==> config.mk <==
export PLATFORM = sky130hd
export DESIGN_NAME = fp_cond_move_unit
export DESIGN_NICKNAME = d
export VERILOG_FILES = /design/src/design/fcm_pkg.sv /design/src/design/fcm_decode.sv /design/src/design/fcm_cond_eval.sv /design/src/design/fp_cond_move_unit.sv
export SDC_FILE = /design/constraint.sdc
export NUM_CORES = 1
export LEC_CHECK = 0
export ABC_AREA = 0
export BUFFER_PORTS_ARGS = -buffer_cell sky130_fd_sc_hd__clkbuf_2
export CORE_AREA = 2 2 190 192
export CTS_CLUSTER_DIAMETER = 120
export DETAILED_ROUTE_END_ITERATION = 7
export DIE_AREA = 0 0 192 194
export PLACE_DENSITY = 0.42
export SYNTH_ARGS = -nofsm -noshare
export SYNTH_HDL_FRONTEND = slang
export SYNTH_SLANG_ARGS = --single-unit
==> constraint.sdc <==
create_clock -name i_clk -period 2.68 [get_ports i_clk]
set_input_delay 0.402 -clock i_clk [delete_from_list [all_inputs] [get_ports i_clk]]
set_output_delay 0.402 -clock i_clk [all_outputs]
set_load 0.02 [all_outputs]
==> src/design/fcm_pkg.sv <==
// Shared constants for the floating-point conditional move unit.
// Assumes a 32-bit instruction word and an APB register slave with 32-bit data.
package fcm_pkg;

  // Instruction word fields
  localparam int OP_HI = 31;
  localparam int OP_LO = 30;
  localparam int RD_HI = 29;
  localparam int RD_LO = 25;
  localparam int MAJOR_HI = 24;
  localparam int MAJOR_LO = 19;
  localparam int COND_HI = 17;
  localparam int COND_LO = 14;
  localparam int SEL_HI = 13;
  localparam int SEL_LO = 11;
  localparam int SUB_HI = 10;
  localparam int SUB_LO = 5;
  localparam int SRC_HI = 4;
  localparam int SRC_LO = 0;

  // Encodings
  localparam logic [1:0] FMT_ARITH = 2'h2;
  localparam logic [5:0] MAJOR_OPCODE_FCM = 6'h35;
  localparam logic [5:0] SUB_SINGLE = 6'h01;
  localparam logic [5:0] SUB_DOUBLE = 6'h02;
  localparam logic [5:0] SUB_QUAD = 6'h03;
  localparam logic [2:0] SEL_INT32 = 3'h4;
  localparam logic [2:0] SEL_INT64 = 3'h6;
  localparam logic [2:0] SEL_RSVD_A = 3'h5;
  localparam logic [2:0] SEL_RSVD_B = 3'h7;

  // Floating-point compare flag values
  localparam logic [1:0] FCMP_EQ = 2'h0;
  localparam logic [1:0] FCMP_LT = 2'h1;
  localparam logic [1:0] FCMP_GT = 2'h2;
  localparam logic [1:0] FCMP_UN = 2'h3;

  // Trap type code reported with the misc trap
  localparam logic [2:0] FTT_UNSUPPORTED = 3'h3;

  // Register map, byte addresses
  localparam logic [11:0] ADDR_CTRL = 12'h000;
  localparam logic [11:0] ADDR_STATUS = 12'h004;
  localparam logic [11:0] ADDR_MOVES = 12'h008;
  localparam logic [11:0] ADDR_SKIPS = 12'h00C;
  localparam int CTRL_FPU_EN = 0;
  localparam logic [31:0] CTRL_RESET = 32'h0000_0001;

  // Status fields
  localparam int ST_BUSY = 0;
  localparam int ST_PASS = 1;
  localparam int ST_OFF = 2;
  localparam int ST_MISC = 3;
  localparam int ST_FTT_LO = 4;

endpackage

==> src/design/fcm_decode.sv <==
// Field decoder for the conditional move instruction family.
// Assumes the instruction word is stable while it is examined; purely combinational.
`timescale 1ns/100ps
`default_nettype none
module fcm_decode
  import fcm_pkg::*;
(
  // Instruction
  input wire logic [31:0] i_instr,
  // Decoded fields
  output logic o_hit,
  output logic [3:0] o_cond,
  output logic [2:0] o_flag_set_selector,
  output logic [4:0] o_dest_reg_index,
  output logic [4:0] o_source_reg_index,
  output logic o_is_double,
  output logic o_unsupported
);

  wire logic [5:0] major_opcode = i_instr[MAJOR_HI:MAJOR_LO];
  wire logic [5:0] size_sub = i_instr[SUB_HI:SUB_LO];
  wire logic [2:0] sel = i_instr[SEL_HI:SEL_LO];
  wire logic size_ok;
  wire logic sel_rsvd;
  wire logic is_quad;

  assign size_ok = (size_sub == SUB_SINGLE) || (size_sub == SUB_DOUBLE) || is_quad;
  assign is_quad = (size_sub == SUB_QUAD);
  assign sel_rsvd = (sel == SEL_RSVD_A) || (sel == SEL_RSVD_B);
  assign o_hit = (i_instr[OP_HI:OP_LO] == FMT_ARITH) && (major_opcode == MAJOR_OPCODE_FCM)
                 && size_ok;
  assign o_cond = i_instr[COND_HI:COND_LO];
  assign o_flag_set_selector = sel;
  assign o_dest_reg_index = i_instr[RD_HI:RD_LO];
  assign o_source_reg_index = i_instr[SRC_HI:SRC_LO];
  assign o_is_double = (size_sub == SUB_DOUBLE);
  assign o_unsupported = sel_rsvd || is_quad;

endmodule
`default_nettype wire

==> src/design/fcm_cond_eval.sv <==
// Condition evaluator against one selected flag set.
// Assumes integer flags as n,z,v,c and compare flags as a 2-bit relation code.
`timescale 1ns/100ps
`default_nettype none
module fcm_cond_eval
  import fcm_pkg::*;
(
  // Condition and flags
  input wire logic [3:0] i_cond,
  input wire logic i_is_int,
  input wire logic [3:0] i_int_nzvc,
  input wire logic [1:0] i_fcmp,
  // Result
  output logic o_pass
);

  wire logic n = i_int_nzvc[3];
  wire logic z = i_int_nzvc[2];
  wire logic v = i_int_nzvc[1];
  wire logic c = i_int_nzvc[0];
  wire logic e = (i_fcmp == FCMP_EQ);
  wire logic l = (i_fcmp == FCMP_LT);
  wire logic g = (i_fcmp == FCMP_GT);
  wire logic u = (i_fcmp == FCMP_UN);
  wire logic [7:0] int_base;
  wire logic [7:0] fp_base;
  wire logic [7:0] base;

  // Upper half of each table is the complement of the lower half,
  // so only the lower eight tests are built.
  assign int_base = {v, n, c, c | z, n ^ v, z | (n ^ v), z, 1'b0};
  assign fp_base = {u, g, g | u, l, l | u, l | g, l | g | u, 1'b0};
  assign base = i_is_int ? int_base : fp_base;
  assign o_pass = i_cond[3] ^ base[i_cond[2:0]];

endmodule
`default_nettype wire

==> src/design/fp_cond_move_unit.sv <==
// Floating-point conditional move unit: decode, condition test, register copy, traps.
// Assumes the issue pipeline holds an offered instruction until o_issue_taken,
// the register file answers a read index within the same cycle, and APB control.
//
// Functional notes
// - Family recognised by major opcode 11 0101.
// - Integer conditions on Z, and on Z with N xor V, both polarities.
// - Integer unsigned conditions on C and Z, both polarities.
// - 1000 always passes, 0000 never; N and V tests both polarities.
// - Compare-flag conditions 0001 to 0111 on unordered, greater, less combinations.
// - Compare-flag conditions 1001 to 1111 include equal.
// - Selector 000-011 compare sets, 100 32-bit, 110 64-bit, 101/111 reserved.
// - Operation subfield is selector plus size subcode single, double, quad.
// - Passing condition copies source register(s) to destination register(s).
// - Failing condition writes nothing to the destination.
// - The family never changes integer or compare flags.
// - 32-bit flags follow low word, 64-bit flags follow whole result.
`timescale 1ns/100ps
`default_nettype none
module fp_cond_move_unit
  import fcm_pkg::*;
#(
  parameter int DATA_W = 64
)
(
  // Clock and reset
  input wire logic i_clk,
  input wire logic i_rst_n,
  // APB slave
  input wire logic i_psel,
  input wire logic i_penable,
  input wire logic i_pwrite,
  input wire logic [11:0] i_paddr,
  input wire logic [31:0] i_pwdata,
  output logic [31:0] o_prdata,
  output logic o_pready,
  output logic o_pslverr,
  // Issue
  input wire logic i_issue_valid,
  input wire logic [31:0] i_instr,
  output logic o_issue_ready,
  output logic o_issue_taken,
  // Flag sets
  input wire logic [3:0] i_int32_flags,
  input wire logic [3:0] i_int64_flags,
  input wire logic [1:0] i_fp_compare_flags_0,
  input wire logic [1:0] i_fp_compare_flags_1,
  input wire logic [1:0] i_fp_compare_flags_2,
  input wire logic [1:0] i_fp_compare_flags_3,
  // Register file read
  output logic [4:0] o_src_idx,
  input wire logic [DATA_W-1:0] i_src_data,
  // Register file write
  output logic o_fpr_we,
  output logic o_fpr_double,
  output logic [4:0] o_fpr_waddr,
  output logic [DATA_W-1:0] o_fpr_wdata,
  // Completion and traps
  output logic o_done,
  output logic o_fpu_off_trap,
  output logic o_fpu_misc_trap,
  output logic [2:0] o_trap_type
);

  typedef enum logic [2:0] {
    ST_IDLE = 3'b001,
    ST_EXEC = 3'b010,
    ST_DONE = 3'b100
  } state_t;

  state_t state_r;
  state_t state_nxt;

  // Decoded fields
  logic dec_hit;
  logic [3:0] dec_cond;
  logic [2:0] dec_sel;
  logic [4:0] dec_rd;
  logic [4:0] dec_src;
  logic dec_double;
  logic dec_unsup;
  logic cond_pass;
  logic [1:0] fcmp_sel;

  fcm_decode u_decode (
    .i_instr(i_instr),
    .o_hit(dec_hit),
    .o_cond(dec_cond),
    .o_flag_set_selector(dec_sel),
    .o_dest_reg_index(dec_rd),
    .o_source_reg_index(dec_src),
    .o_is_double(dec_double),
    .o_unsupported(dec_unsup)
  );

  // Integer sets are passed through as computed by the flag unit: 32-bit
  // from the low word, 64-bit from the full result.
  wire logic [3:0] int_sel_flags = (dec_sel == SEL_INT64) ? i_int64_flags : i_int32_flags;
  wire logic sel_is_int = dec_sel[2];

  assign fcmp_sel = (dec_sel[1:0] == 2'h0) ? i_fp_compare_flags_0 :
                    (dec_sel[1:0] == 2'h1) ? i_fp_compare_flags_1 :
                    (dec_sel[1:0] == 2'h2) ? i_fp_compare_flags_2 :
                    i_fp_compare_flags_3;

  fcm_cond_eval u_cond (
    .i_cond(dec_cond),
    .i_is_int(sel_is_int),
    .i_int_nzvc(int_sel_flags),
    .i_fcmp(fcmp_sel),
    .o_pass(cond_pass)
  );

  // Control register and APB decode
  logic [31:0] ctrl_r;
  logic [31:0] moves_r;
  logic [31:0] skips_r;
  logic [31:0] status_w;
  logic [31:0] prdata_nxt;
  wire logic apb_access = i_psel && i_penable;
  wire logic hit_ctrl = (i_paddr == ADDR_CTRL);
  wire logic hit_status = (i_paddr == ADDR_STATUS);
  wire logic hit_moves = (i_paddr == ADDR_MOVES);
  wire logic hit_skips = (i_paddr == ADDR_SKIPS);
  wire logic addr_ok = hit_ctrl || hit_status || hit_moves || hit_skips;
  wire logic ctrl_wr = apb_access && i_pwrite && hit_ctrl;
  wire logic fpu_en = ctrl_r[CTRL_FPU_EN];

  // Instruction state, captured when taken
  logic pass_r;
  logic off_r;
  logic misc_r;
  logic double_r;
  logic [4:0] rd_r;
  logic [4:0] src_idx_r;

  // Last outcome for software
  logic last_pass_r;
  logic last_off_r;
  logic last_misc_r;

  assign o_issue_ready = (state_r == ST_IDLE);
  assign o_issue_taken = o_issue_ready && i_issue_valid && dec_hit;
  // A disabled unit wins over the misc trap; neither outcome writes a register.
  wire logic take_off = !fpu_en;
  wire logic take_misc = fpu_en && dec_unsup;
  wire logic exec_write = (state_r == ST_EXEC) && pass_r && !off_r && !misc_r;
  wire logic exec_skip = (state_r == ST_EXEC) && !pass_r && !off_r && !misc_r;
  wire logic exec_end = (state_r == ST_EXEC);

  always_comb begin
    state_nxt = state_r;
    case (state_r)
      ST_IDLE: begin
        if (o_issue_taken) begin
          state_nxt = ST_EXEC;
        end
      end
      ST_EXEC: begin
        state_nxt = ST_DONE;
      end
      ST_DONE: begin
        state_nxt = ST_IDLE;
      end
      default: begin
        state_nxt = ST_IDLE;
      end
    endcase
  end

  always_ff @(posedge i_clk or negedge i_rst_n) begin
    if (!i_rst_n) begin
      state_r <= ST_IDLE;
    end else begin
      state_r <= state_nxt;
    end
  end

  // Flags are sampled at take so a later flag update cannot change the outcome.
  // Nothing here drives any flag: the unit only reads them.
  always_ff @(posedge i_clk or negedge i_rst_n) begin
    if (!i_rst_n) begin
      pass_r <= 1'b0;
      off_r <= 1'b0;
      misc_r <= 1'b0;
      double_r <= 1'b0;
      rd_r <= 5'h0;
      src_idx_r <= 5'h0;
    end else if (o_issue_taken) begin
      pass_r <= cond_pass;
      off_r <= take_off;
      misc_r <= take_misc;
      double_r <= dec_double;
      rd_r <= dec_rd;
      src_idx_r <= dec_src;
    end
  end

  assign o_src_idx = src_idx_r;

  // Write enable, done and trap outputs: one-cycle pulses in ST_DONE; write width, address and data hold until the next write
  always_ff @(posedge i_clk or negedge i_rst_n) begin
    if (!i_rst_n) begin
      o_fpr_we <= 1'b0;
      o_fpr_double <= 1'b0;
      o_fpr_waddr <= 5'h0;
      o_fpr_wdata <= '0;
      o_done <= 1'b0;
      o_fpu_off_trap <= 1'b0;
      o_fpu_misc_trap <= 1'b0;
      o_trap_type <= 3'h0;
    end else begin
      o_fpr_we <= exec_write;
      o_done <= exec_end;
      o_fpu_off_trap <= exec_end && off_r;
      o_fpu_misc_trap <= exec_end && misc_r;
      o_trap_type <= (exec_end && misc_r) ? FTT_UNSUPPORTED : 3'h0;
      if (exec_write) begin
        o_fpr_double <= double_r;
        o_fpr_waddr <= rd_r;
        o_fpr_wdata <= i_src_data;
      end
    end
  end

  // Control register
  always_ff @(posedge i_clk or negedge i_rst_n) begin
    if (!i_rst_n) begin
      ctrl_r <= CTRL_RESET;
    end else if (ctrl_wr) begin
      ctrl_r <= {31'h0, i_pwdata[CTRL_FPU_EN]};
    end
  end

  // Counters wrap; a write of any value to either clears it, a count in the same
  // cycle as the clear loads 1 so no completed move is lost.
  wire logic moves_clr = apb_access && i_pwrite && hit_moves;
  wire logic skips_clr = apb_access && i_pwrite && hit_skips;

  always_ff @(posedge i_clk or negedge i_rst_n) begin
    if (!i_rst_n) begin
      moves_r <= 32'h0000_0000;
      skips_r <= 32'h0000_0000;
    end else begin
      if (exec_write) begin
        moves_r <= moves_clr ? 32'h0000_0001 : moves_r + 32'h0000_0001;
      end else if (moves_clr) begin
        moves_r <= 32'h0000_0000;
      end
      if (exec_skip) begin
        skips_r <= skips_clr ? 32'h0000_0001 : skips_r + 32'h0000_0001;
      end else if (skips_clr) begin
        skips_r <= 32'h0000_0000;
      end
    end
  end

  always_ff @(posedge i_clk or negedge i_rst_n) begin
    if (!i_rst_n) begin
      last_pass_r <= 1'b0;
      last_off_r <= 1'b0;
      last_misc_r <= 1'b0;
    end else if (exec_end) begin
      last_pass_r <= pass_r && !off_r && !misc_r;
      last_off_r <= off_r;
      last_misc_r <= misc_r;
    end
  end

  // Status shows the last finished instruction; only the busy bit is live.
  always_comb begin
    status_w = 32'h0000_0000;
    status_w[ST_BUSY] = !o_issue_ready;
    status_w[ST_PASS] = last_pass_r;
    status_w[ST_OFF] = last_off_r;
    status_w[ST_MISC] = last_misc_r;
    status_w[ST_FTT_LO +: 3] = last_misc_r ? FTT_UNSUPPORTED : 3'h0;
  end

  assign prdata_nxt = hit_ctrl ? ctrl_r :
                      hit_status ? status_w :
                      hit_moves ? moves_r :
                      hit_skips ? skips_r :
                      32'h0000_0000;

  // Zero-wait slave; unmapped addresses answer with an error and zero data.
  assign o_pready = 1'b1;
  assign o_pslverr = apb_access && !addr_ok;

  // Read data is loaded in the setup cycle, so it already stands when the
  // zero-wait access phase is sampled.
  always_ff @(posedge i_clk or negedge i_rst_n) begin
    if (!i_rst_n) begin
      o_prdata <= 32'h0000_0000;
    end else if (i_psel && !i_penable && !i_pwrite) begin
      o_prdata <= prdata_nxt;
    end
  end

endmodule
`default_nettype wire

# Word-level counts from Yosys, hierarchy flattened
# Index checks and enable logic that the tools add are counted.
[op_classes] n_addsub=2 mux=21 eq_ne=19 order_cmp=1 n_reduce_logical=42 bitwise_logic=8
[ops] op="$mux 32" n=10
[ops] op="$add 32x1->32 const B" n=2
[ops] op="$eq 12x4->1 const B" n=2
[ops] op="$logic_and 1x1->1" n=23
[ops] op="$eq 12x3->1 const B" n=1
[ops] op="$eq 6x2->1 const B" n=2
[ops] op="$logic_not 12->1" n=1
[ops] op="$mux 2" n=5
[ops] op="$eq 3x3->1 const B" n=3
[ops] op="$eq 2x2->1 const B" n=4
[ops] op="$logic_not 1->1" n=8
[ops] op="$mux 8" n=1
[ops] op="$logic_or 1x1->1" n=7
[ops] op="$eq 6x1->1 const B" n=1
[ops] op="$eq 6x6->1 const B" n=1
[ops] op="$or 1x1->1" n=6
[ops] op="$pmux 3 s2" n=1
[ops] op="$eq 2x1->1 const B" n=2
[ops] op="$lt 3x4->1 const B" n=1
[ops] op="$mux 4" n=1
[ops] op="$reduce_bool 2->1" n=2
[ops] op="$bmux 1 s3" n=1
[ops] op="$eq 3x1->1 const B" n=1
[ops] op="$eq 3x2->1 const B" n=1
[ops] op="other kinds (5)" n=6
[word_totals] elab_cells=115 out_inout_bits=118 in_bits=162 ff_bits=193

# Logic depth before layout (Yosys ltp)
# Gate-level depths: netlist of the first run.
[logic_depth] word_depth=11 ltp_mapped=8 mapped_depth_nobuf=8

# Modules after synthesis
# Synthesis of the first run repeated with hierarchy kept, for this count alone.
[unflattened] cells_unflattened=793 hier_area_um2=9128.8
[by_module_without_submodules] mod="fp_cond_move_unit" area_each_um2=8723.4 seq_area_each_um2=4782.1 n_inst=1 cells_each=740
[by_module_without_submodules] mod="fcm_cond_eval" area_each_um2=214.0 seq_area_each_um2=0.0 n_inst=1 cells_each=27
[by_module_without_submodules] mod="fcm_decode" area_each_um2=191.4 seq_area_each_um2=0.0 n_inst=1 cells_each=26

# Worst setup path before layout of the first run
# No wires, ideal clock.
[synth_path] path_type="register -> output" start="register state_r[0]" end="output port o_issue_taken" n_path_buf=1 stages_incl_launch_ff=6 setup_slack_ns=0.216 required_time_ns=2.278 arrival_ns=2.062 cell_sequence="dfstp_2 > nor3b_1 > and3_1 > nand2_1 > inv_1 > clkbuf_1"
[synth_between] elab_chain_len=3
[synth_lines] element="start: declaration" line_no="fp_cond_move_unit.sv:71" text="state_t state_r;"
[synth_lines] element="start signal: assignment" line_no="fp_cond_move_unit.sv:175" text="state_r <= state_nxt;"
[synth_lines] element="$eq 3x1->1" line_no="fp_cond_move_unit.sv:142" text="assign o_issue_ready = (state_r == ST_IDLE);"
[synth_lines] element="named net o_issue_ready" line_no="fp_cond_move_unit.sv:41" text="output logic o_issue_ready,"
[synth_lines] element="$logic_and 1x1->1 (2 in series)" line_no="fp_cond_move_unit.sv:143" text="assign o_issue_taken = o_issue_ready && i_issue_valid && dec_hit;"
[synth_lines] element="end: declaration" line_no="fp_cond_move_unit.sv:42" text="output logic o_issue_taken,"
# The timed path passes the listed nets, and every way through them passes these cells.

# Final worst setup path of the first run
[layout_path] start="register off_r" end="register skips_r[28]"
[layout_between] elab_chain_len=4 word_cells_on_any_way=5 cone_classes="mux: 1; reduce/logical: 4"
[layout_lines] element="start: declaration" line_no="fp_cond_move_unit.sv:131" text="logic off_r;"
[layout_lines] element="start signal: assignment" line_no="fp_cond_move_unit.sv:191" text="off_r <= take_off;"
[layout_lines] element="$logic_not 1->1 (*)" line_no="fp_cond_move_unit.sv:148" text="wire logic exec_skip = (state_r == ST_EXEC) && !pass_r && !off_r && !misc_r;"
[layout_lines] element="$logic_and 1x1->1 (*) (2 in series)" line_no="fp_cond_move_unit.sv:148"
[layout_lines] element="$mux 32 / $reduce_bool 2->1 (equally long branches)"
[layout_lines] element="end signal: assignment" line_no="fp_cond_move_unit.sv:251" text="skips_r <= skips_clr ? 32'h0000_0001 : skips_r + 32'h0000_0001;"
[layout_lines] element="end: declaration" line_no="fp_cond_move_unit.sv:117" text="logic [31:0] skips_r;"
# Mark *: on every way between the ends. The rest lies on a longest branch, timed or not.
# A chain may end at the register's enable or synchronous reset.

==> results of run 1 <==
==> area by class of cell <==
cell class	instances	area (um^2)
clock buffer	21	470
inverter	18	67.6
fill	3796	24000
tap	461	577
clock inverter	10	149
multi-input combinational	680	3650
sequential	191	4780
timing repair buffer	277	1530
==> kinds of logic (layout without fill, tap and decap cells) <==
family                     Yosys count  in the layout  synth area share (%)
xor gates and xnor gates            53             53                  5.34
AOI/OAI and AO/OA                  110            110                  8.05
muxes                               14             14                  1.96
and+or+nand+nor                    495            495                  25.5
DFF                                191            191                  55.0
adders and majority gates            6              6                 0.864
buffers and inverters               67            326                  3.15
other                                2              2                0.0864
==> repair_timing <==
action,CTS,global route
hold endpoints to repair,42,0
hold buffers,1,0
endpoints found under the setup margin,0,1
==> worst max-delay path, stage by stage, from the launching register on <==
cell	delay, ns
dfrtp_1	0.40
or4b_1	0.55
buf_4	0.20
nor4b_2	0.21
buf_4	0.17
nand4_1	0.27
or3_1	0.44
a21oi_1	0.15
==> stage by stage <==
step	instance area (um^2)	hold slack (ns)	power, mW
after global routing	11200	0.112	6.17
after detailed placement	10600	0.378	3.23
after floorplan	8690	0.106	3.03
after global placement	10600	0.386	3.23
final	11200	0.137	5.91
after CTS	11200	0.103	6.03
==> layout by cell type (no fill, tap or decap), drive strengths merged, types with 3 or more instances in the layout <==
cell type / count
o31ai: 8
nor2: 62
nor3: 11
and2: 7
a21oi: 15
o21ai: 41
nor3b: 5
a22oi: 29
nand2: 314
dfrtp: 189
bufinv: 3
nor4: 11
xor2: 31
clkbuf: 266
nor2b: 5
and3: 13
or3: 12
xnor2: 22
a211oi: 3
mux2: 4
and4: 8
buf: 31
inv: 22
nand4: 17
ha: 6
nand3: 20
mux2i: 8
==> per-layer routing <==
layer  global-route usage (%)  share of wire, %
met5                        0                 0
met4                     3.90               1.4
met3                     5.74               8.2
met2                     21.4                45
met1                     18.6                46
==> sequential cells by signal, indices dropped and copies added (netlist names), 3 cells and up <==
register     count
moves_r         32
o_fpr_waddr      5
o_fpr_wdata     64
o_prdata        32
o_src_idx        5
rd_r             5
skips_r         32
state_r          3
==> path summary, 6_finish.rpt <==
path	start	to	slack, ns	cells after the start
worst max register to register	off_r$_DFFE_PN0P_	skips_r[28]$_DFFE_PN0P_	0.22	7
max in group asynchronous	i_rst_n	o_fpr_wdata[49]$_DFFE_PN0P_	1.53	3
min in group asynchronous	i_rst_n	o_prdata[14]$_DFFE_PN0P_	0.45	2
worst min register to register	rd_r[3]$_DFFE_PN0P_	rd_r[3]$_DFFE_PN0P_	0.47	2
worst min-delay path	i_src_data[11]	o_fpr_wdata[11]$_DFFE_PN0P_	0.14	3
worst max-delay path	off_r$_DFFE_PN0P_	skips_r[28]$_DFFE_PN0P_	0.22	7
==> report_power, final <==
part / switching, mW / internal (mW) / total, mW / leakage [nW]
Sequential: 0.00360 / 2.88 / 2.89 / 2.00
Combinational: 0.164 / 0.119 / 0.283 / 2.85
Clock: 1.19 / 1.55 / 2.74 / 0.297
==> impl_results.html, run 1 <==
<table>
<tr><th>Metric</th><th>Value</th></tr>
<tr><th colspan="2">Status</th></tr>
<tr><td>Result of the run</td><td>completed</td></tr>
<tr><th colspan="2">Global route</th></tr>
<tr><td>Largest net degree at the start of global routing</td><td>64</td></tr>
<tr><td>Total congestion overflow</td><td>0</td></tr>
<tr><td>Overall Global Routing Usage</td><td>14.1%</td></tr>
<tr><td>Initial antenna violation count</td><td>0</td></tr>
<tr><td>Number of global-route vias before repair</td><td>7,342</td></tr>
<tr><td>Global-route wire length before repair</td><td>41,000 um</td></tr>
<tr><th colspan="2">Layout</th></tr>
<tr><td>Post-layout util</td><td>31.9%</td></tr>
<tr><td>Net count of the finished layout</td><td>1,353</td></tr>
<tr><td>Share of layout cells above drive strength 1</td><td>27.4%</td></tr>
<tr><td>Post-route insts no fill</td><td>1,658</td></tr>
<tr><td>Diodes inserted</td><td>0</td></tr>
<tr><td>Area delta synth-&gt;final</td><td>29.2%</td></tr>
<tr><th colspan="2">Die</th></tr>
<tr><td>Die outline height</td><td>194 um</td></tr>
<tr><td>Core outline area</td><td>35,200 um^2</td></tr>
<tr><td>DIE AREA</td><td>37,200 um^2</td></tr>
<tr><td>Ports</td><td>280</td></tr>
<tr><td>Rows</td><td>69</td></tr>
<tr><td>DIE WIDTH</td><td>192 um</td></tr>
<tr><td>Starting utilization of the core area</td><td>24.7%</td></tr>
<tr><th colspan="2">Clock network</th></tr>
<tr><td>CTS Root Buffer Type</td><td>clkbuf_16</td></tr>
<tr><td>TritonCTS clock tree</td><td>done</td></tr>
<tr><td>Latest clock arrival within the worst-skew pair</td><td>0.46 ns</td></tr>
<tr><td>Clock tree buffer depth</td><td>2</td></tr>
<tr><td>Sinks on the clock net</td><td>191</td></tr>
<tr><td>Clock transition at the register clock pins on the worst setup and hold paths after CTS</td><td>0.07 ns</td></tr>
<tr><td>Number of setup buffers added after CTS</td><td>0</td></tr>
<tr><td>CTS resizes</td><td>0</td></tr>
<tr><td># H-tree levels</td><td>4</td></tr>
<tr><td>TritonCTS Buffers</td><td>17</td></tr>
<tr><th colspan="2">STA</th></tr>
<tr><td>Measured slew at the worst slew-check pin</td><td>0.706 ns</td></tr>
<tr><td>Worst setup margin</td><td>0.223 ns</td></tr>
<tr><td>Period utilization</td><td>91.7%</td></tr>
<tr><td>Worst rel slew slack</td><td>52.9%</td></tr>
<tr><td>Number of failing setup endpoints in the final timing report</td><td>0</td></tr>
<tr><td>Total count of max-transition violations in the final report</td><td>0</td></tr>
<tr><td>Highest Clock Rate</td><td>0.407 GHz</td></tr>
<tr><td>Min cycle time layout</td><td>2.46 ns</td></tr>
<tr><td>Layout Skew</td><td>0.0165 ns</td></tr>
<tr><td>Setup TNS</td><td>0 ns</td></tr>
<tr><td>RSZ-0062 raised after global routing</td><td>no</td></tr>
<tr><td>Number of failing hold endpoints at the final stage</td><td>0</td></tr>
<tr><th colspan="2">Placement</th></tr>
<tr><td>Global placement routability congestion</td><td>0.747</td></tr>
<tr><td>Number of port buffers</td><td>245</td></tr>
<tr><td>Post-DP HPWL</td><td>18,200 um</td></tr>
<tr><td>Minimum setup slack after placement</td><td>0.169 ns</td></tr>
<tr><td>Count of placed standard cells including taps</td><td>1,626</td></tr>
<tr><th colspan="2">Flow run</th></tr>
<tr><td>Number of maximum-capacitance constraint violations</td><td>0</td></tr>
<tr><th colspan="2">Power</th></tr>
<tr><td>Pleak</td><td>5.16 nW</td></tr>
<tr><td>Power density normalized to cell area</td><td>526 nW/um^2</td></tr>
<tr><td>Worst IR drop on VDD</td><td>0.467 mV</td></tr>
<tr><th colspan="2">Synth</th></tr>
<tr><td>Cell type with the highest aggregate area in the netlist</td><td>dfrtp_1</td></tr>
<tr><td>Post-synth ARST share</td><td>100%</td></tr>
<tr><td>Most used standard cells in the synthesized netlist</td><td>nand2_1, dfrtp_1, nor2_1</td></tr>
<tr><td>Total standard cell area after synthesis</td><td>8690 um^2</td></tr>
<tr><td>Post-Syn Instances</td><td>938</td></tr>
<tr><td>Synthesized flop and latch total</td><td>191</td></tr>
<tr><td>Dominant cell by count in the synthesized netlist</td><td>nand2_1</td></tr>
<tr><td>Net Count, Synth</td><td>1,106</td></tr>
<tr><td>Average cell area after synthesis</td><td>9.27 um^2</td></tr>
<tr><td>Sequential area share after synthesis</td><td>55.0%</td></tr>
<tr><td>Unique cell type count in the Yosys netlist</td><td>56</td></tr>
<tr><td>EDFF count, synth</td><td>0</td></tr>
<tr><td>Most used flip-flop cell after synthesis</td><td>dfrtp_1</td></tr>
<tr><td>Cells taking the most area after synthesis</td><td>dfrtp_1, nand2_1, xor2_1</td></tr>
<tr><td>Total number of yosys warnings</td><td>0</td></tr>
<tr><td>Synth top area share</td><td>54.4%</td></tr>
<tr><th colspan="2">Routing</th></tr>
<tr><td>Violation count after the first detailed-routing iteration</td><td>310</td></tr>
<tr><td>WL per Instance</td><td>15.2 um</td></tr>
<tr><td>Vias</td><td>7,222</td></tr>
<tr><td>Antenna Nets Post-Route</td><td>0</td></tr>
<tr><td>DRC violations left</td><td>0</td></tr>
<tr><td>Routed wire length</td><td>25,300 um</td></tr>
<tr><td>Vias/cell</td><td>4.36</td></tr>
<tr><td>TritonRoute pass-1 iters</td><td>4</td></tr>
<tr><th colspan="2">Setup path</th></tr>
<tr><td>Critical path data required time</td><td>3.05 ns</td></tr>
<tr><td>Critical path endpoint category</td><td>flip-flop</td></tr>
<tr><td>Arrival time of the worst setup path</td><td>2.83 ns</td></tr>
<tr><td>Highest fanout seen on the critical path</td><td>7</td></tr>
<tr><td>Crit path kind</td><td>reg -&gt; reg</td></tr>
<tr><td>CP startpoint kind</td><td>flip-flop</td></tr>
<tr><th colspan="2">Min path</th></tr>
<tr><td>Type of the most critical hold path</td><td>in -&gt; reg</td></tr>
</table>
(Power assumes the default switching activity.)
==> run 2: changes to the inputs <==
--- a/config.mk
+++ b/config.mk
@@ -7,10 +7,10 @@
 export LEC_CHECK = 0
 export ABC_AREA = 0
 export BUFFER_PORTS_ARGS = -buffer_cell sky130_fd_sc_hd__clkbuf_2
-export CORE_AREA = 2 2 190 192
+export CORE_AREA = 2 2 135 269
 export CTS_CLUSTER_DIAMETER = 120
 export DETAILED_ROUTE_END_ITERATION = 7
-export DIE_AREA = 0 0 192 194
+export DIE_AREA = 0 0 137 271
 export PLACE_DENSITY = 0.42
 export SYNTH_ARGS = -nofsm -noshare
 export SYNTH_HDL_FRONTEND = slang
==> run 2 against run 1 <==
  * Clock power fell by 4%
  * Non-clock buffer count is 13 higher
  * Sequential power about the same
  * Design area rose by 0.87%
  * Largest power group unchanged
  * Critical endpoint is now moves_r[25]$_DFFE_PN0P_
==> impl_results.html, run 2 (synthesis results as in run 1) <==
<table>
<tr><th>Metric</th><th>Value</th></tr>
<tr><th colspan="2">Die</th></tr>
<tr><td>DIE WIDTH</td><td>137 um</td></tr>
<tr><td>Core outline area</td><td>35,000 um^2</td></tr>
<tr><td>Die outline height</td><td>271 um</td></tr>
<tr><td>Ports</td><td>280</td></tr>
<tr><td>Rows</td><td>97</td></tr>
<tr><td>Starting utilization of the core area</td><td>24.9%</td></tr>
<tr><td>DIE AREA</td><td>37,100 um^2</td></tr>
<tr><th colspan="2">Setup path</th></tr>
<tr><td>CP top delay family</td><td>simple AND/OR/NAND/NOR gates</td></tr>
<tr><td>Crit path kind</td><td>reg -&gt; reg</td></tr>
<tr><td>Worst path bufs/invs</td><td>1</td></tr>
<tr><td>Critical path data required time</td><td>3.06 ns</td></tr>
<tr><td>Highest fanout seen on the critical path</td><td>7</td></tr>
<tr><td>CP startpoint kind</td><td>flip-flop</td></tr>
<tr><td>Critical path endpoint category</td><td>flip-flop</td></tr>
<tr><td>Peak per-stage delay on the critical path</td><td>0.73 ns</td></tr>
<tr><td>Slowest cell on the critical path</td><td>or4b_1</td></tr>
<tr><td>Cells traversed along the worst timing path</td><td>or4b_1 -&gt; nor4_4 -&gt; nand4_1 -&gt; buf_4 -&gt; or3_1 -&gt; a21oi_1</td></tr>
<tr><td>Arrival time of the worst setup path</td><td>2.85 ns</td></tr>
<tr><th colspan="2">Layout</th></tr>
<tr><td>Most frequent standard cell in the layout excluding fill and tap cells</td><td>nand2_1</td></tr>
<tr><td>Net count of the finished layout</td><td>1,366</td></tr>
<tr><td>Commonest cells after routing, fill and taps aside</td><td>nand2_1, clkbuf_2, dfrtp_1</td></tr>
<tr><td>Share of layout cells above drive strength 1</td><td>28.4%</td></tr>
<tr><td>Post-route insts no fill</td><td>1,657</td></tr>
<tr><td>Cell area after layout</td><td>11,300 um^2</td></tr>
<tr><td>Top register by number of flip-flops</td><td>o_fpr_wdata</td></tr>
<tr><td>Flip-flop count of the largest register after layout</td><td>64</td></tr>
<tr><td>Area delta synth-&gt;final</td><td>30.3%</td></tr>
<tr><th colspan="2">Global route</th></tr>
<tr><td>Number of global-route vias before repair</td><td>7,459</td></tr>
<tr><td>Overall Global Routing Usage</td><td>15.0%</td></tr>
<tr><td>Initial antenna violation count</td><td>1</td></tr>
<tr><td>Global-route wire length before repair</td><td>42,500 um</td></tr>
<tr><td>Largest net degree at the start of global routing</td><td>63</td></tr>
<tr><td>Total congestion overflow</td><td>0</td></tr>
<tr><th colspan="2">Power</th></tr>
<tr><td>Power density normalized to cell area</td><td>513 nW/um^2</td></tr>
<tr><td>Pleak</td><td>5.22 nW</td></tr>
<tr><td>Worst IR drop on VDD</td><td>0.453 mV</td></tr>
<tr><th colspan="2">Placement</th></tr>
<tr><td>Post-DP HPWL</td><td>20,200 um</td></tr>
<tr><td>Number of port buffers</td><td>245</td></tr>
<tr><td>Global placement routability congestion</td><td>0.793</td></tr>
<tr><td>Minimum setup slack after placement</td><td>0.123 ns</td></tr>
<tr><td>Count of placed standard cells including taps</td><td>1,623</td></tr>
<tr><td>Dpl cell area</td><td>10,700 um^2</td></tr>
<tr><th colspan="2">STA</th></tr>
<tr><td>Period utilization</td><td>92.4%</td></tr>
<tr><td>RSZ-0062 raised after global routing</td><td>no</td></tr>
<tr><td>Number of failing hold endpoints at the final stage</td><td>0</td></tr>
<tr><td>Total count of max-transition violations in the final report</td><td>0</td></tr>
<tr><td>Measured slew at the worst slew-check pin</td><td>0.714 ns</td></tr>
<tr><td>Number of failing setup endpoints in the final timing report</td><td>0</td></tr>
<tr><td>Highest Clock Rate</td><td>0.404 GHz</td></tr>
<tr><td>Worst setup margin</td><td>0.203 ns</td></tr>
<tr><td>Final hold slack</td><td>0.135 ns</td></tr>
<tr><td>Min cycle time layout</td><td>2.48 ns</td></tr>
<tr><td>Setup TNS</td><td>0 ns</td></tr>
<tr><td>Worst rel slew slack</td><td>52.4%</td></tr>
<tr><td>Layout Skew</td><td>0.00865 ns</td></tr>
<tr><th colspan="2">Clock network</th></tr>
<tr><td>Clock transition at the register clock pins on the worst setup and hold paths after CTS</td><td>0.07 ns</td></tr>
<tr><td>Clock tree buffer depth</td><td>2</td></tr>
<tr><td># H-tree levels</td><td>4</td></tr>
<tr><td>Latest clock arrival within the worst-skew pair</td><td>0.45 ns</td></tr>
<tr><td>TritonCTS clock tree</td><td>done</td></tr>
<tr><td>Sinks on the clock net</td><td>191</td></tr>
<tr><td>TritonCTS Buffers</td><td>17</td></tr>
<tr><td>Number of setup buffers added after CTS</td><td>0</td></tr>
<tr><td>CTS Root Buffer Type</td><td>clkbuf_16</td></tr>
<tr><th colspan="2">Routing</th></tr>
<tr><td>Violation count after the first detailed-routing iteration</td><td>302</td></tr>
<tr><td>Vias</td><td>7,327</td></tr>
<tr><td>TritonRoute pass-1 iters</td><td>4</td></tr>
<tr><td>Vias/cell</td><td>4.42</td></tr>
<tr><td>DRC violations left</td><td>0</td></tr>
<tr><td>WL per Instance</td><td>16.2 um</td></tr>
<tr><td>Routed wire length</td><td>26,800 um</td></tr>
<tr><td>Antenna Nets Post-Route</td><td>0</td></tr>
<tr><th colspan="2">Min path</th></tr>
<tr><td>Type of the most critical hold path</td><td>in -&gt; reg</td></tr>
<tr><th colspan="2">Status</th></tr>
<tr><td>Result of the run</td><td>completed</td></tr>
<tr><th colspan="2">Flow run</th></tr>
<tr><td>Number of maximum-capacitance constraint violations</td><td>0</td></tr>
</table>
## run 2: area by class of cell
cell class,count,area (um^2)
fill,3807,23600
sequential,191,4780
multi-input combinational,680,3670
timing repair buffer,290,1660
tap,445,557
clock buffer,17,425
clock inverter,15,160
inverter,18,67.6
antenna,1,2.50
## run 2: path summary, 6_finish.rpt
kind                            slack [ns]  depth (start not counted)                           to                 from
worst min-delay path                  0.13                          3  o_fpr_wdata[21]$_DFFE_PN0P_       i_src_data[21]
max in group asynchronous             1.40                          3  o_fpr_wdata[41]$_DFFE_PN0P_              i_rst_n
worst max-delay path                  0.20                          6      moves_r[25]$_DFFE_PN0P_    off_r$_DFFE_PN0P_
worst max register to register        0.20                          6      moves_r[25]$_DFFE_PN0P_    off_r$_DFFE_PN0P_
worst min register to register        0.47                          2          rd_r[3]$_DFFE_PN0P_  rd_r[3]$_DFFE_PN0P_
min in group asynchronous             0.48                          2  o_fpr_wdata[14]$_DFFE_PN0P_              i_rst_n
## run 2: what timing repair did
item | CTS | global route
endpoints found under the hold margin | 55 | 0
setup endpoints to repair | 1 | 1
hold buffers | 1 | 0
gates cloned | 0 | 0
resized for setup | 1 | 1
## run 2: worst min-delay path, stage by stage
cell      delay, ns
clkbuf_2       0.07
nand2_1        0.04
nand2_1        0.04
## run 2: layer usage
| layer | vias to the layer above | wire, um | global-route usage, % |
|---|---|---|---|
| met3 | 32 | 928 | 2.45 |
| met1 | 3492 | 9840 | 16.0 |
| met5 | - | 0 | 0 |
| met2 | 158 | 15400 | 28.3 |
| li1 | 3645 | - | - |
| met4 | 0 | 654 | 6.32 |
## run 2: metrics by stage
stage,power (mW),util (%)
2_1_floorplan,3.03,-
4_1_cts,5.95,32.4
6_report,5.81,32.4
3_5_place_dp,3.24,30.7
5_1_grt,6.09,32.4
3_3_place_gp,3.24,30.7
## run 2: where the power goes
group / leakage [nW] / internal (mW) / switching [mW]
Combinational: 2.93 / 0.120 / 0.170
Clock: 0.284 / 1.39 / 1.24
Sequential: 2.00 / 2.88 / 0.00346
==> run 3: changes to the inputs <==
--- a/config.mk
+++ b/config.mk
@@ -7,11 +7,11 @@
 export LEC_CHECK = 0
 export ABC_AREA = 0
 export BUFFER_PORTS_ARGS = -buffer_cell sky130_fd_sc_hd__clkbuf_2
-export CORE_AREA = 2 2 135 269
+export CORE_AREA = 2 2 124 246
 export CTS_CLUSTER_DIAMETER = 120
 export DETAILED_ROUTE_END_ITERATION = 7
-export DIE_AREA = 0 0 137 271
-export PLACE_DENSITY = 0.42
+export DIE_AREA = 0 0 126 248
+export PLACE_DENSITY = 0.48
 export SYNTH_ARGS = -nofsm -noshare
 export SYNTH_HDL_FRONTEND = slang
 export SYNTH_SLANG_ARGS = --single-unit
==> run 3 against run 2 <==
  * Final cell count down 5.3%
  * Non-clock buffer count decreased by 7
  * Maximum frequency decreased by 1.2%
  * Global-route usage grew 1.6 points
  * Combinational power about the same
  * Flip-flop and latch count is the same
  * Clock skew up 0.0038 ns
  * Worst setup slack got worse by 0.031 ns
  * Via count up 0.57%
  * Critical endpoint is now moves_r[6]$_DFFE_PN0P_
  * Largest cell class unchanged
  * Largest power group unchanged
==> impl_results.html, run 3 (synthesis results as in run 1) <==
<table>
<tr><th>Metric</th><th>Value</th></tr>
<tr><th colspan="2">Setup path</th></tr>
<tr><td>Peak per-stage delay on the critical path</td><td>0.66 ns</td></tr>
<tr><td>CP startpoint kind</td><td>flip-flop</td></tr>
<tr><td>Cells traversed along the worst timing path</td><td>or4b_1 -&gt; buf_4 -&gt; or3_2 -&gt; or4_1 -&gt; a21oi_1</td></tr>
<tr><td>Slowest cell on the critical path</td><td>or4b_1</td></tr>
<tr><td>Arrival time of the worst setup path</td><td>2.88 ns</td></tr>
<tr><td>Critical path data required time</td><td>3.05 ns</td></tr>
<tr><td>Highest fanout seen on the critical path</td><td>4</td></tr>
<tr><td>Crit path kind</td><td>reg -&gt; reg</td></tr>
<tr><td>Critical path endpoint category</td><td>flip-flop</td></tr>
<tr><th colspan="2">Layout</th></tr>
<tr><td>Flip-flop count of the largest register after layout</td><td>64</td></tr>
<tr><td>Net count of the finished layout</td><td>1,359</td></tr>
<tr><td>Area delta synth-&gt;final</td><td>28.4%</td></tr>
<tr><td>Share of layout cells above drive strength 1</td><td>28.0%</td></tr>
<tr><td>Commonest cells after routing, fill and taps aside</td><td>nand2_1, clkbuf_2, dfrtp_1</td></tr>
<tr><td>Number of filler cells placed in the layout</td><td>3,103</td></tr>
<tr><td>Most frequent standard cell in the layout excluding fill and tap cells</td><td>nand2_1</td></tr>
<tr><td>Top register by number of flip-flops</td><td>o_fpr_wdata</td></tr>
<tr><th colspan="2">Placement</th></tr>
<tr><td>Global placement routability congestion</td><td>0.781</td></tr>
<tr><td>Post-DP HPWL</td><td>19,100 um</td></tr>
<tr><td>Minimum setup slack after placement</td><td>0.133 ns</td></tr>
<tr><td>Number of port buffers</td><td>245</td></tr>
<tr><th colspan="2">Routing</th></tr>
<tr><td>Vias/cell</td><td>4.70</td></tr>
<tr><td>DRC violations left</td><td>0</td></tr>
<tr><td>Vias</td><td>7,369</td></tr>
<tr><td>TritonRoute pass-1 iters</td><td>4</td></tr>
<tr><td>Antenna Nets Post-Route</td><td>0</td></tr>
<tr><td>WL per Instance</td><td>16.4 um</td></tr>
<tr><td>Routed wire length</td><td>25,700 um</td></tr>
<tr><td>Violation count after the first detailed-routing iteration</td><td>341</td></tr>
<tr><th colspan="2">Die</th></tr>
<tr><td>DIE AREA</td><td>31,200 um^2</td></tr>
<tr><td>Die outline height</td><td>248 um</td></tr>
<tr><td>DIE WIDTH</td><td>126 um</td></tr>
<tr><td>Core outline area</td><td>29,400 um^2</td></tr>
<tr><td>Starting utilization of the core area</td><td>29.6%</td></tr>
<tr><td>Rows</td><td>89</td></tr>
<tr><td>Ports</td><td>280</td></tr>
<tr><th colspan="2">STA</th></tr>
<tr><td>Layout Skew</td><td>0.0125 ns</td></tr>
<tr><td>Setup TNS</td><td>0 ns</td></tr>
<tr><td>Min cycle time layout</td><td>2.51 ns</td></tr>
<tr><td>Worst rel slew slack</td><td>52.6%</td></tr>
<tr><td>RSZ-0062 raised after global routing</td><td>no</td></tr>
<tr><td>Number of failing setup endpoints in the final timing report</td><td>0</td></tr>
<tr><td>Highest Clock Rate</td><td>0.399 GHz</td></tr>
<tr><td>Worst setup margin</td><td>0.172 ns</td></tr>
<tr><td>Final hold slack</td><td>0.132 ns</td></tr>
<tr><td>Total count of max-transition violations in the final report</td><td>0</td></tr>
<tr><td>Measured slew at the worst slew-check pin</td><td>0.702 ns</td></tr>
<tr><td>Number of failing hold endpoints at the final stage</td><td>0</td></tr>
<tr><td>Period utilization</td><td>93.6%</td></tr>
<tr><th colspan="2">Power</th></tr>
<tr><td>Clock network fraction of design power</td><td>45.7%</td></tr>
<tr><td>Share of power burned in combinational logic</td><td>5.0%</td></tr>
<tr><td>Internal power</td><td>4.48 mW</td></tr>
<tr><td>Tot Pwr</td><td>5.86 mW</td></tr>
<tr><td>Switching power</td><td>1.37 mW</td></tr>
<tr><td>Worst IR drop on VDD</td><td>0.350 mV</td></tr>
<tr><td>Power density normalized to cell area</td><td>525 nW/um^2</td></tr>
<tr><td>Share of total power in sequential cells</td><td>49.3%</td></tr>
<tr><td>Fraction of power spent switching nets</td><td>23.4%</td></tr>
<tr><td>Pleak</td><td>5.19 nW</td></tr>
<tr><th colspan="2">Global route</th></tr>
<tr><td>Global-route wire length before repair</td><td>40,400 um</td></tr>
<tr><td>Number of global-route vias before repair</td><td>7,340</td></tr>
<tr><td>Overall Global Routing Usage</td><td>16.7%</td></tr>
<tr><td>Initial antenna violation count</td><td>0</td></tr>
<tr><td>Largest net degree at the start of global routing</td><td>74</td></tr>
<tr><td>Total congestion overflow</td><td>0</td></tr>
<tr><th colspan="2">Status</th></tr>
<tr><td>Result of the run</td><td>completed</td></tr>
<tr><th colspan="2">Clock network</th></tr>
<tr><td>Clock tree buffer depth</td><td>2</td></tr>
<tr><td>Sinks on the clock net</td><td>191</td></tr>
<tr><td>Clock transition at the register clock pins on the worst setup and hold paths after CTS</td><td>0.08 ns</td></tr>
<tr><td>Latest clock arrival within the worst-skew pair</td><td>0.45 ns</td></tr>
<tr><td>CTS Root Buffer Type</td><td>clkbuf_16</td></tr>
<tr><td>TritonCTS clock tree</td><td>done</td></tr>
<tr><td>TritonCTS Buffers</td><td>17</td></tr>
<tr><td># H-tree levels</td><td>4</td></tr>
<tr><th colspan="2">Min path</th></tr>
<tr><td>Type of the most critical hold path</td><td>in -&gt; reg</td></tr>
<tr><th colspan="2">Flow run</th></tr>
<tr><td>Number of maximum-capacitance constraint violations</td><td>0</td></tr>
</table>
run 3: worst max-delay path: cells and delay by family (launching register included):
| family | cells | cell delay (ns) |
|---|---|---|
| AO/OA/AOI/OAI | 1 | 0.16 |
| buffers and inverters | 1 | 0.22 |
| AND/OR/NAND/NOR | 3 | 1.67 |
| flip-flops | 1 | 0.40 |
run 3: power by group through the flow:
stage          combinational, mW  sequential, mW  clock (mW)
6_report                   0.291            2.89        2.68
5_1_grt                    0.328            2.89        2.89
4_1_cts                    0.300            2.89        2.79
3_5_place_dp               0.298            2.94           0
3_3_place_gp               0.294            2.94           0
2_1_floorplan             0.0898            2.94           0
run 3: final cells by class:
class	instances	area, um^2	area share [%]
Multi-Input combinational cell	680	3660	32.8
Sequential cell	191	4780	42.9
Timing Repair Buffer	283	1590	14.2
Antenna cell	1	2.50	0.0224
Tap cell	364	455	4.08
Clock inverter	15	180	1.61
Inverter	18	67.6	0.606
Clock buffer	17	425	3.81
run 3: per-layer routing:
layer | routed length, um | vias to the layer above | track usage [%]
li1 | - | 3633 | -
met5 | 0 | - | 0
met2 | 14800 | 158 | 32.4
met4 | 580 | 0 | 6.76
met3 | 773 | 29 | 2.37
met1 | 9540 | 3549 | 17.7
run 3: final timing paths:
kind / slack (ns) / to / startpoint / cells after the start
max reg2reg: 0.17 / moves_r[6]$_DFFE_PN0P_ / off_r$_DFFE_PN0P_ / 5
max in group asynchronous: 1.46 / moves_r[19]$_DFFE_PN0P_ / i_rst_n / 3
min in group asynchronous: 0.47 / skips_r[24]$_DFFE_PN0P_ / i_rst_n / 2
max: 0.17 / moves_r[6]$_DFFE_PN0P_ / off_r$_DFFE_PN0P_ / 5
min reg2reg: 0.47 / o_fpr_double$_DFFE_PN0P_ / double_r$_DFFE_PN0P_ / 2
min: 0.13 / o_fpr_wdata[19]$_DFFE_PN0P_ / i_src_data[19] / 3
run 3: metrics by stage:
step | utilization [%] | std cells | cell area (um^2)
finish | 38.0 | 1569 | 11200
global route | 37.9 | 1568 | 11200
CTS | 37.9 | 1567 | 11100
detailed placement | 35.8 | 1534 | 10500
global placement | 35.8 | 1534 | 10500
floorplan | - | 938 | 8690
run 3: what timing repair did:
item	in CTS	in global routing
buffers inserted	0	1
hold endpoints to repair	57	0
hold buffers	1	0
endpoints found under the setup margin	0	2
resized for setup	0	1
